### config.mk
export PLATFORM = sky130hd
export DESIGN_NAME = lsc_ctrl
export DESIGN_NICKNAME = d
export VERILOG_FILES = /design/src/pkg/lsc_pkg.sv /design/src/rtl/lsc_sec_timer.sv /design/src/rtl/lsc_ctrl.sv
export SDC_FILE = /design/constraint.sdc
export NUM_CORES = 1
export LEC_CHECK = 0
export ABC_AREA = 1
export CAP_MARGIN = 20
export CELL_PAD_IN_SITES_DETAIL_PLACEMENT = 0
export CELL_PAD_IN_SITES_GLOBAL_PLACEMENT = 1
export CORE_ASPECT_RATIO = 1.5
export CORE_MARGIN = 2
export CORE_UTILIZATION = 42
export DETAILED_ROUTE_END_ITERATION = 10
export DONT_BUFFER_PORTS = 1
export MAX_ROUTING_LAYER = met4
export PLACE_DENSITY_LB_ADDON = 0.05
export SYNTH_ARGS = -nofsm -noshare
export SYNTH_HDL_FRONTEND = slang
export SYNTH_HIERARCHICAL = 1
export SYNTH_SLANG_ARGS = --single-unit
### constraint.sdc
create_clock -name pclk -period 2.8 [get_ports pclk]
set_clock_uncertainty 0.15 [all_clocks]
set_input_delay 0.28 -clock pclk [delete_from_list [all_inputs] [get_ports pclk]]
set_output_delay 0.28 -clock pclk [all_outputs]
set_load 0.05 [all_outputs]
### src/pkg/lsc_pkg.sv
// Constants, register map and state codes for the load-shed priority controller.
// Assumes one 200 MHz clock and a one-second time base derived from it.
package lsc_pkg;
  // ----------------------------------------------------------------
  // Timing
  // ----------------------------------------------------------------
  localparam int CLK_PERIOD_NS = 5;
  localparam int SEC_NS = 1000000000;
  localparam int CYC_PER_SEC = SEC_NS / CLK_PERIOD_NS;
  localparam int TMR_W = 12;
  localparam logic [TMR_W-1:0] T_BASE_S = 12'd300;
  localparam logic [TMR_W-1:0] T_STEP_S = 12'd15;
  localparam logic [TMR_W-1:0] T_LOCK_S = 12'd1800;
  localparam logic [TMR_W-1:0] T_STABLE_S = 12'd60;
  localparam logic [TMR_W-1:0] T_PROBE_S = 12'd15;
  localparam logic [3:0] BLINK_SHED_S = 4'h1;
  localparam logic [3:0] BLINK_LOCK_S = 4'h3;
  localparam logic [3:0] BLINK_SWLK_S = 4'h6;
  localparam logic [3:0] DIAL_MIN = 4'h1;
  localparam logic [3:0] DIAL_MAX = 4'h8;
  // ----------------------------------------------------------------
  // Register map (byte addresses)
  // ----------------------------------------------------------------
  localparam int APB_AW = 8;
  localparam logic [APB_AW-1:0] ADDR_CTRL = 8'h00;
  localparam logic [APB_AW-1:0] ADDR_STATUS = 8'h04;
  localparam logic [APB_AW-1:0] ADDR_INT_STAT = 8'h08;
  localparam logic [APB_AW-1:0] ADDR_INT_CLR = 8'h0c;
  localparam logic [APB_AW-1:0] ADDR_INT_EN = 8'h10;
  localparam int CTRL_TEST_BIT = 0;
  localparam int NUM_EV = 4;
  localparam int EV_SHED = 0;
  localparam int EV_LOCK = 1;
  localparam int EV_SRC = 2;
  localparam int EV_CLOSE = 3;
  localparam int ST_STATE_LSB = 0;
  localparam int ST_CONT_BIT = 5;
  localparam int ST_LED_BIT = 6;
  localparam int ST_GEN_BIT = 7;
  localparam int ST_DIAL_LSB = 8;
  // ----------------------------------------------------------------
  // Controller states
  // ----------------------------------------------------------------
  typedef enum logic [4:0] {
    ST_NORM = 5'h01,
    ST_SHED = 5'h02,
    ST_PROBE = 5'h04,
    ST_LOCK = 5'h08,
    ST_SWLK = 5'h10
  } lsc_state_e;
endpackage : lsc_pkg

### src/rtl/lsc_sec_timer.sv
// Seconds countdown timer, advanced by a one-second tick.
// Assumes tick is a one-cycle pulse; load wins over the tick.
`timescale 1ns/100ps
module lsc_sec_timer #(
  parameter int W = 12
) (
  input wire logic clk,
  input wire logic rst_n,
  input wire logic tick,
  input wire logic load,
  input wire logic [W-1:0] load_val,
  output logic done,
  output logic [W-1:0] remain
);
  logic [W-1:0] cnt_q;

  always_ff @(posedge clk or negedge rst_n) begin
    if (!rst_n) begin
      cnt_q <= '0;
    end else if (load) begin
      cnt_q <= load_val;
    end else if (tick && cnt_q != '0) begin
      cnt_q <= cnt_q - 1'b1;
    end
  end

  assign done = (cnt_q == '0);
  assign remain = cnt_q;
endmodule : lsc_sec_timer

### src/rtl/lsc_ctrl.sv
// Load-shed priority controller: one contactor, one status LED, APB registers.
// Assumes all pin inputs are synchronous to pclk; overload and freq_low come
// from an external frequency monitor already qualified for duration.
//
// Overview of operation
// RL1: recovery delay five minutes plus fifteen seconds/step
// RL2: generator plus lockout switch keeps contactor open
// RL3: utility power ignores lockout switch, contactor closed
// RL4: generator, switch off: normal shed and recover
// RL5: overload opens contactor, LED blinks one second
// RL6: shed only on generator or startup window
// RL7: overload while recovering locks out thirty minutes
// RL8: generator lockout switch blinks LED six seconds
// RL9: utility with lockout switch shows steady LED
// RL10: normal state closes contactor, LED steady
// RL11: test forces shed except generator lockout
// RL12: contactor stays closed until generator takes over
// RL13: low frequency at reclose adds five minutes
// RL14: source change accepted after one stable minute
// RL15: utility return during lockout closes after five minutes
// RL16: dial 9 or 0 keeps generator output open
`timescale 1ns/100ps
module lsc_ctrl #(
  parameter int CYC_PER_SEC = lsc_pkg::CYC_PER_SEC
) (
  input wire logic pclk,
  input wire logic presetn,
  input wire logic psel,
  input wire logic penable,
  input wire logic pwrite,
  input wire logic [lsc_pkg::APB_AW-1:0] paddr,
  input wire logic [31:0] pwdata,
  output logic [31:0] prdata,
  output logic pready,
  output logic pslverr,
  input wire logic [3:0] dial,
  input wire logic lock_sw,
  input wire logic test_btn,
  input wire logic util_src,
  input wire logic overload,
  input wire logic freq_low,
  output logic contactor,
  output logic led,
  output logic irq
);
  localparam int TW = lsc_pkg::TMR_W;

  // ----------------------------------------------------------------
  // One-second time base
  // ----------------------------------------------------------------
  logic [31:0] pre_q;
  logic tick_q;
  always_ff @(posedge pclk or negedge presetn) begin
    if (!presetn) begin
      pre_q <= 32'h0;
      tick_q <= 1'b0;
    end else if (pre_q == 32'(CYC_PER_SEC - 1)) begin
      pre_q <= 32'h0;
      tick_q <= 1'b1;
    end else begin
      pre_q <= pre_q + 32'h1;
      tick_q <= 1'b0;
    end
  end

  // ----------------------------------------------------------------
  // Power source filter
  // ----------------------------------------------------------------
  logic init_q, gen_q, src_done, src_chg, src_to_util;
  // RL14 one-minute stability
  lsc_sec_timer #(.W(TW)) u_src_tmr (
    .clk(pclk),
    .rst_n(presetn),
    .tick(tick_q),
    .load(util_src != gen_q),
    .load_val(lsc_pkg::T_STABLE_S),
    .done(src_done),
    .remain()
  );

  assign src_chg = init_q && (util_src == gen_q) && src_done;
  assign src_to_util = src_chg && gen_q;
  // The source is caught once after reset, since a strap cannot enter the reset value
  always_ff @(posedge pclk or negedge presetn) begin
    if (!presetn) begin
      init_q <= 1'b0;
      gen_q <= 1'b0;
    end else if (!init_q) begin
      init_q <= 1'b1;
      gen_q <= !util_src;
    end else if (src_chg) begin
      gen_q <= !gen_q;
    end
  end

  // ----------------------------------------------------------------
  // Test button and software test
  // ----------------------------------------------------------------
  logic btn_q, soft_test_q, test_pulse;
  always_ff @(posedge pclk or negedge presetn) begin
    if (!presetn) begin
      btn_q <= 1'b0;
    end else begin
      btn_q <= test_btn;
    end
  end

  assign test_pulse = (test_btn && !btn_q) || soft_test_q;

  // ----------------------------------------------------------------
  // Recovery delay from the dial
  // ----------------------------------------------------------------
  logic dial_ok;
  logic [TW-1:0] rec_s;
  assign dial_ok = (dial >= lsc_pkg::DIAL_MIN) && (dial <= lsc_pkg::DIAL_MAX);
  // RL1 base plus step per position
  assign rec_s = dial_ok ? lsc_pkg::T_BASE_S + TW'(lsc_pkg::T_STEP_S * (dial - lsc_pkg::DIAL_MIN))
                         : lsc_pkg::T_BASE_S;

  // ----------------------------------------------------------------
  // Main state machine
  // ----------------------------------------------------------------
  lsc_pkg::lsc_state_e state_q, state_d;
  logic [TW-1:0] tmr_val;
  logic tmr_load, tmr_done, gen_lock, gen_ovl;
  lsc_sec_timer #(.W(TW)) u_state_tmr (
    .clk(pclk),
    .rst_n(presetn),
    .tick(tick_q),
    .load(tmr_load),
    .load_val(tmr_val),
    .done(tmr_done),
    .remain()
  );

  // RL2 lockout only counts on generator
  assign gen_lock = gen_q && lock_sw;
  // RL6 overload sheds only on generator
  assign gen_ovl = gen_q && overload;
  always_comb begin
    state_d = state_q;
    tmr_load = 1'b0;
    tmr_val = rec_s;
    if (!init_q) begin
      state_d = lsc_pkg::ST_SHED;
      tmr_load = 1'b1;
      // RL6 startup window on utility
      tmr_val = util_src ? lsc_pkg::T_BASE_S : rec_s;
    end else if (src_to_util) begin
      // RL15 five minutes from utility return
      state_d = lsc_pkg::ST_SHED;
      tmr_load = 1'b1;
      tmr_val = lsc_pkg::T_BASE_S;
    end else if (gen_lock) begin
      // RL8 generator lockout state
      state_d = lsc_pkg::ST_SWLK;
    end else if (test_pulse) begin
      // RL11 forced shed
      state_d = lsc_pkg::ST_SHED;
      tmr_load = 1'b1;
    end else begin
      unique case (state_q)
        lsc_pkg::ST_NORM: begin
          // RL5 overload sheds
          if (gen_ovl) begin
            state_d = lsc_pkg::ST_SHED;
            tmr_load = 1'b1;
          end
        end
        lsc_pkg::ST_SHED: begin
          if (gen_q && !dial_ok) begin
            // RL16 hold while dial invalid
            tmr_load = 1'b1;
          end else if (tmr_done && gen_q && freq_low) begin
            // RL13 reload the recovery delay plus five minutes
            tmr_load = 1'b1;
            tmr_val = lsc_pkg::T_BASE_S + rec_s;
          end else if (tmr_done) begin
            state_d = lsc_pkg::ST_PROBE;
            tmr_load = 1'b1;
            tmr_val = lsc_pkg::T_PROBE_S;
          end
        end
        lsc_pkg::ST_PROBE: begin
          if (gen_ovl) begin
            // RL7 offending load locked out
            state_d = lsc_pkg::ST_LOCK;
            tmr_load = 1'b1;
            tmr_val = lsc_pkg::T_LOCK_S;
          end else if (tmr_done) begin
            state_d = lsc_pkg::ST_NORM;
          end
        end
        lsc_pkg::ST_LOCK: begin
          if (tmr_done) begin
            state_d = lsc_pkg::ST_PROBE;
            tmr_load = 1'b1;
            tmr_val = lsc_pkg::T_PROBE_S;
          end
        end
        lsc_pkg::ST_SWLK: begin
          // RL4 back to normal recovery once switch released
          state_d = lsc_pkg::ST_SHED;
          tmr_load = 1'b1;
        end
        default: begin
          state_d = lsc_pkg::ST_SHED;
          tmr_load = 1'b1;
        end
      endcase
    end
  end
  always_ff @(posedge pclk or negedge presetn) begin
    if (!presetn) begin
      state_q <= lsc_pkg::ST_NORM;
    end else begin
      state_q <= state_d;
    end
  end

  // ----------------------------------------------------------------
  // Contactor drive
  // ----------------------------------------------------------------
  logic cont_d;
  // RL10 closed in normal state
  // RL12 closed until generator overload handling
  // RL16 open on generator with bad dial
  assign cont_d = ((state_d == lsc_pkg::ST_NORM) || (state_d == lsc_pkg::ST_PROBE)) && !(gen_q && !dial_ok);
  always_ff @(posedge pclk or negedge presetn) begin
    if (!presetn) begin
      contactor <= 1'b1;
    end else begin
      contactor <= cont_d;
    end
  end

  // ----------------------------------------------------------------
  // LED blink codes
  // ----------------------------------------------------------------
  logic [3:0] half_s, blink_q;
  logic phase_q, steady;
  // RL3 RL9 utility shows steady LED via normal state
  assign steady = (state_q == lsc_pkg::ST_NORM) || (state_q == lsc_pkg::ST_PROBE);
  // RL7 RL8 longer blink codes
  assign half_s = (state_q == lsc_pkg::ST_LOCK) ? lsc_pkg::BLINK_LOCK_S :
                  (state_q == lsc_pkg::ST_SWLK) ? lsc_pkg::BLINK_SWLK_S : lsc_pkg::BLINK_SHED_S;
  // Restarting the phase on every state change starts each code with the LED on; the free tick can cut the first blink short
  always_ff @(posedge pclk or negedge presetn) begin
    if (!presetn) begin
      blink_q <= 4'h0;
      phase_q <= 1'b1;
    end else if (state_d != state_q) begin
      blink_q <= 4'h0;
      phase_q <= 1'b1;
    end else if (tick_q) begin
      if (blink_q + 4'h1 >= half_s) begin
        blink_q <= 4'h0;
        phase_q <= !phase_q;
      end else begin
        blink_q <= blink_q + 4'h1;
      end
    end
  end
  // RL5 one-second blink in shed
  always_ff @(posedge pclk or negedge presetn) begin
    if (!presetn) begin
      led <= 1'b1;
    end else begin
      led <= steady || phase_q;
    end
  end

  // ----------------------------------------------------------------
  // Interrupt events
  // ----------------------------------------------------------------
  logic [lsc_pkg::NUM_EV-1:0] ev, int_stat_q, int_en_q, int_clr;
  always_comb begin
    ev = '0;
    ev[lsc_pkg::EV_SHED] = (state_d == lsc_pkg::ST_SHED) && (state_q != lsc_pkg::ST_SHED);
    ev[lsc_pkg::EV_LOCK] = (state_d == lsc_pkg::ST_LOCK) && (state_q != lsc_pkg::ST_LOCK);
    ev[lsc_pkg::EV_SRC] = src_chg;
    ev[lsc_pkg::EV_CLOSE] = cont_d && !contactor;
  end
  // A new event wins over a clear in the same cycle
  always_ff @(posedge pclk or negedge presetn) begin
    if (!presetn) begin
      int_stat_q <= '0;
    end else begin
      int_stat_q <= (int_stat_q & ~int_clr) | ev;
    end
  end
  always_ff @(posedge pclk or negedge presetn) begin
    if (!presetn) begin
      irq <= 1'b0;
    end else begin
      irq <= |(((int_stat_q & ~int_clr) | ev) & int_en_q);
    end
  end

  // ----------------------------------------------------------------
  // APB slave
  // ----------------------------------------------------------------
  logic setup, wr_acc, mapped;
  logic [31:0] rd_d, status;
  assign setup = psel && !penable;
  assign wr_acc = psel && penable && pready && pwrite && !pslverr;
  assign mapped = (paddr == lsc_pkg::ADDR_CTRL) || (paddr == lsc_pkg::ADDR_STATUS) ||
                  (paddr == lsc_pkg::ADDR_INT_STAT) || (paddr == lsc_pkg::ADDR_INT_CLR) ||
                  (paddr == lsc_pkg::ADDR_INT_EN);
  assign int_clr = (wr_acc && paddr == lsc_pkg::ADDR_INT_CLR) ? pwdata[lsc_pkg::NUM_EV-1:0] : '0;
  always_comb begin
    status = 32'h0;
    status[lsc_pkg::ST_STATE_LSB +: 5] = state_q;
    status[lsc_pkg::ST_CONT_BIT] = contactor;
    status[lsc_pkg::ST_LED_BIT] = led;
    status[lsc_pkg::ST_GEN_BIT] = gen_q;
    status[lsc_pkg::ST_DIAL_LSB +: 4] = dial;
  end
  always_comb begin
    rd_d = 32'h0;
    unique case (paddr)
      lsc_pkg::ADDR_STATUS: rd_d = status;
      lsc_pkg::ADDR_INT_STAT: rd_d[lsc_pkg::NUM_EV-1:0] = int_stat_q;
      lsc_pkg::ADDR_INT_EN: rd_d[lsc_pkg::NUM_EV-1:0] = int_en_q;
      default: rd_d = 32'h0;
    endcase
  end

  // Fixed one-cycle access phase: ready is raised from the setup cycle
  always_ff @(posedge pclk or negedge presetn) begin
    if (!presetn) begin
      pready <= 1'b0;
      pslverr <= 1'b0;
      prdata <= 32'h0;
    end else begin
      pready <= setup;
      pslverr <= setup && !mapped;
      if (setup && !pwrite) begin
        prdata <= rd_d;
      end
    end
  end

  always_ff @(posedge pclk or negedge presetn) begin
    if (!presetn) begin
      int_en_q <= '0;
    end else if (wr_acc && paddr == lsc_pkg::ADDR_INT_EN) begin
      int_en_q <= pwdata[lsc_pkg::NUM_EV-1:0];
    end
  end

  // Software test is a self-clearing pulse; CTRL reads back zero
  always_ff @(posedge pclk or negedge presetn) begin
    if (!presetn) begin
      soft_test_q <= 1'b0;
    end else begin
      soft_test_q <= wr_acc && (paddr == lsc_pkg::ADDR_CTRL) && pwdata[lsc_pkg::CTRL_TEST_BIT];
    end
  end
endmodule : lsc_ctrl

==> results_tabular.tex <==
\begin{tabular}{lr}
\hline
Metric & Value \\
\hline
\multicolumn{2}{l}{\textbf{Clock network}} \\
\quad Clock tree from TritonCTS & built \\
\quad Maximum clock path buffer count & 2 \\
\quad Insertion delay to the later sink of the worst-skew pair & $\sim$0.35 ns \\
\quad Clock Sinks & 96 \\
\quad CTS buffer count & 9 \\
\quad Clock transition at path regs & 0.07 ns \\
\quad Root buffer cell & clkbuf\_16 \\
\quad Maximum level of the CTS H-tree & 3 \\
\multicolumn{2}{l}{\textbf{Timing}} \\
\quad Worst rel slew slack & 0.564 \\
\quad Period utilisation layout & 1.16 \\
\quad Unrepaired setup endpoints after global routing & true \\
\quad Final Critical Period & 3.26 ns \\
\quad Worst setup slack after layout & -0.459 ns \\
\quad Fmax achieved & around 310 MHz \\
\quad Final hold violations & 0 \\
\quad Worst-Margin Slew & about 0.65 ns \\
\quad Final max-slew violation count & 0 \\
\quad Min Hold Slack & $\sim$0.013 ns \\
\quad Final setup violation count & 7 \\
\multicolumn{2}{l}{\textbf{Final layout}} \\
\quad Share of final-layout standard cells stronger than drive strength 1 & 0.216 \\
\quad Sequential cell area & roughly 2400 µm² \\
\quad Most common cell after layout, fill and taps aside & nand2\_1 \\
\quad Area taken by multi-input logic gates & roughly 4200 µm² \\
\quad Highest-count cells in the layout ignoring fill and taps & nand2\_1, inv\_1, dfrtp\_1 \\
\quad Number of nets in the layout & about 1100 \\
\quad Finished Core Util & 0.512 \\
\quad Number of diodes added for antenna fixing & 0 \\
\quad Area added between synthesis and finish & 19.5\% \\
\quad Finished Layout Cells & roughly 1300 \\
\quad Layout filler cell count & roughly 1700 \\
\quad Post-layout instance area & a little over 8000 µm² \\
\multicolumn{2}{l}{\textbf{Min path}} \\
\quad Hold-critical path depth & 4 \\
\quad Hold path start & psel \\
\quad Hold path endpoint & pslverr\$\_DFF\_PN0\_ \\
\quad Type of the worst min-delay path & input port to register \\
\multicolumn{2}{l}{\textbf{Synthesis}} \\
\quad Async set-reset flop share out of synthesis & 1.00 \\
\quad Prevailing post-synth register cell & dfrtp\_1 \\
\quad Count of flip-flops with a built-in enable after synthesis & 0 \\
\quad Register area share after synthesis & 0.347 \\
\quad Post-synthesis cell count & roughly 1000 \\
\quad Synthesis warning total & 6 \\
\quad Area leader, netlist & dfrtp\_1 \\
\quad Main area contributors after synthesis & dfrtp\_1, nand2\_1, inv\_1 \\
\quad Share of the synthesized area in the top cell type & 0.332 \\
\quad Synth cell types & 51 \\
\quad Area of the mapped netlist & between 6000 and 7000 µm² \\
\quad Number of flip-flops and latches in the synthesized netlist & 96 \\
\quad Avg Cell Area, Syn & approximately 7.1 µm² \\
\multicolumn{2}{l}{\textbf{Place}} \\
\quad Buffers on Ports & 0 \\
\quad Number of cells after detailed placement & 1233 \\
\quad Post-DP Area & about 7600 µm² \\
\quad DP HPWL & between 10000 and 15000 µm \\
\quad Routability cong. & about 0.90 \\
\multicolumn{2}{l}{\textbf{Global routing}} \\
\quad Number of antenna violations at the first check in global routing & 0 \\
\quad Global routing usage summed across all routing layers & 0.222 \\
\quad Number of global-route vias before repair & roughly 6300 \\
\quad First-pass GRT wire length & $\sim$30000 µm \\
\quad GRT Residual Overflow & 0 \\
\quad Largest net degree at the start of global routing & 97 \\
\multicolumn{2}{l}{\textbf{Power}} \\
\quad Static leakage power & slightly above 4 nW \\
\quad Power density over the cells & $\sim$530 nW/µm² \\
\quad Largest voltage drop on the vdd net & roughly 0.37 mV \\
\multicolumn{2}{l}{\textbf{Die}} \\
\quad Core region area & around 16000 µm² \\
\quad Die X-Extent & around 110 µm \\
\quad Total die area & roughly 18000 µm² \\
\quad Effective utilization at floorplan & 0.428 \\
\quad Die Y-Extent & 161 µm \\
\quad Io pins & between 90 and 100 \\
\quad Placement Rows & 57 \\
\multicolumn{2}{l}{\textbf{Detailed routing}} \\
\quad Number of vias in the routed layout & 6256 \\
\quad Wire length reported by the detailed router & 17800 µm \\
\quad Post-route DRC violation count & 0 \\
\quad Iteration-0 DRC count of the detailed router & between 200 and 300 \\
\quad Number of antenna-violating nets in the routed design & 0 \\
\quad DR pass1 iterations & 4 \\
\quad Via count normalized by instance count & slightly below 5 \\
\quad Detail-routed net length per standard cell & $\sim$14 µm \\
\multicolumn{2}{l}{\textbf{Run status}} \\
\quad Violated checks & negative setup slack \\
\quad Result of the run & finished, violations left \\
\multicolumn{2}{l}{\textbf{Critical path}} \\
\quad Critical path type & input port to register \\
\quad Worst flop-to-flop path endpoint & u\_state\_tmr/remain[6]\$\_DFFE\_PN0P\_ \\
\quad Depth of the worst register-to-register path & 14 \\
\quad Worst R2R Setup Slack & between 0.15 and 0.2 ns \\
\quad Worst path required time & roughly 2.9 ns \\
\quad Type of destination of the critical path & register \\
\quad Data arrival time at the worst-slack endpoint & $\sim$3.4 ns \\
\quad Peak fanout along the critical path & 4 \\
\quad Reg-to-reg startpoint & u\_state\_tmr/remain[0]\$\_DFFE\_PN0P\_ \\
\quad Startpoint kind of the worst setup timing path & input port \\
\multicolumn{2}{l}{\textbf{Run}} \\
\quad Number of maximum-capacitance violations & 0 \\
\hline
\end{tabular}
==> cell type report <==
type | count | area share
multi-input combinational | 738 | 0.507
sequential | 96 | 0.291
timing repair buffer | 70 | 0.0708
inverter | 143 | 0.0657
tap | 206 | 0.0311
clock buffer | 9 | 0.0272
clock inverter | 7 | 0.00755
==> registers in the layout (all words and copies together) (netlist names) <==
name,cells
tick_q,1
pready,1
btn_q,1
state_q,5
u_src_tmr/remain,12
init_q,1
gen_q,1
phase_q,1
pre_q,32
soft_test_q,1
int_stat_q,4
u_state_tmr/remain,12
prdata,12
int_en_q,4
irq,1
pslverr,1
blink_q,4
contactor,1
led,1
==> cell families (layout without fill, tap and decap cells) <==
kind of cell    count (synthesis)  after routing  synth area share
fa+ha+maj                      23             23            0.0448
buf+inv                       176            229             0.109
simple gates                  536            536             0.361
flops                          96             96             0.347
other cells                     2             34           0.00108
xor+xnor                       29             29            0.0366
compound gates                116            116            0.0994
==> stage by stage <==
| stage | setup slack [ns] | TNS, ns | total power, mW |
|---|---|---|---|
| global placement | -0.882 | -6.11 | 3.05 |
| global route | -0.704 | -4.19 | 4.71 |
| floorplan | -0.742 | -4.28 | 2.67 |
| finish | -0.459 | -2.61 | 4.40 |
| detailed placement | -0.917 | -6.35 | 3.05 |
| CTS | -0.495 | -2.72 | 4.38 |
==> worst max-delay path, stage by stage <==
cell	delay [ns]
clkinvlp_4	0.13
ha_4	0.34
inv_2	0.05
ha_4	0.25
inv_2	0.03
xor2_1	0.14
fa_1	0.54
inv_2	0.06
ha_4	0.26
nand3_2	0.05
nand2_2	0.09
nand2_2	0.08
a21oi_2	0.16
nor2_1	0.07
nor2_2	0.14
inv_2	0.08
a41oi_2	0.20
nor3_2	0.05
or2_4	0.23
nand3_2	0.07
nand2_1	0.05
==> synthesized netlist by cell type, types with 2 or more instances <==
cell type,count
nand2_1,237
nand4_1,18
nand2_2,19
nor2_4,5
nand2_4,7
nor4_1,6
buf_2,3
o21ai_0,49
nor3_1,20
nor3_2,2
nor2_2,11
ha_1,20
fa_1,3
dfrtp_1,92
buf_4,21
a22oi_1,3
nand4_2,3
inv_2,13
or2_2,8
o31ai_1,8
o21a_1,2
xnor2_1,8
nand3_2,6
a21oi_1,21
conb_1,2
and3_1,2
buf_6,2
nor2_1,96
o21ai_2,8
a21oi_2,2
o21ai_1,8
nand3_1,91
clkbuf_1,7
xor2_1,21
a31oi_1,6
clkinv_1,2
a221oi_1,2
inv_1,128
dfstp_2,4
==> report_power, final <==
part | internal (mW) | switching, mW | leakage [nW]
registers | 1.52 | 0.171 | 1.25
clock network | 0.620 | 0.585 | 0.139
logic | 0.614 | 0.894 | 2.69
total | 2.75 | 1.65 | 4.08
==> metal layers <==
| metal | wire, µm | global-route usage | up-vias |
|---|---|---|---|
| met5 | 0 | - | - |
| met4 | 361 | 0.0641 | 0 |
| met3 | 284 | 0.0295 | 23 |
| met2 | 9640 | 0.400 | 47 |
| met1 | 7520 | 0.252 | 2929 |
| li1 | - | - | 3257 |
==> how the worst max path moves through the flow <==
stage | start | end | slack (ns) | cells after the start
6_report | dial[1] | u_state_tmr/remain[10]$_DFFE_PN0P_ | -0.46 | 21
5_1_grt | dial[1] | u_state_tmr/remain[8]$_DFFE_PN0P_ | -0.70 | 24
4_1_cts | dial[1] | u_state_tmr/remain[8]$_DFFE_PN0P_ | -0.49 | 24
3_5_place_dp | dial[1] | u_state_tmr/remain[8]$_DFFE_PN0P_ | -0.92 | 25
3_3_place_gp | dial[1] | u_state_tmr/remain[7]$_DFFE_PN0P_ | -0.88 | 23
2_1_floorplan | dial[1] | u_state_tmr/remain[8]$_DFFE_PN0P_ | -0.74 | 25
==> timing repair <==
item                                   CTS  global route
gates resized for setup                 24            37
pin swaps                               15            25
setup endpoints to repair               10            18
endpoints found under the hold margin  104             0
hold buffers                            11             0
setup buffers                            2             7
(Power assumes the default switching activity.)
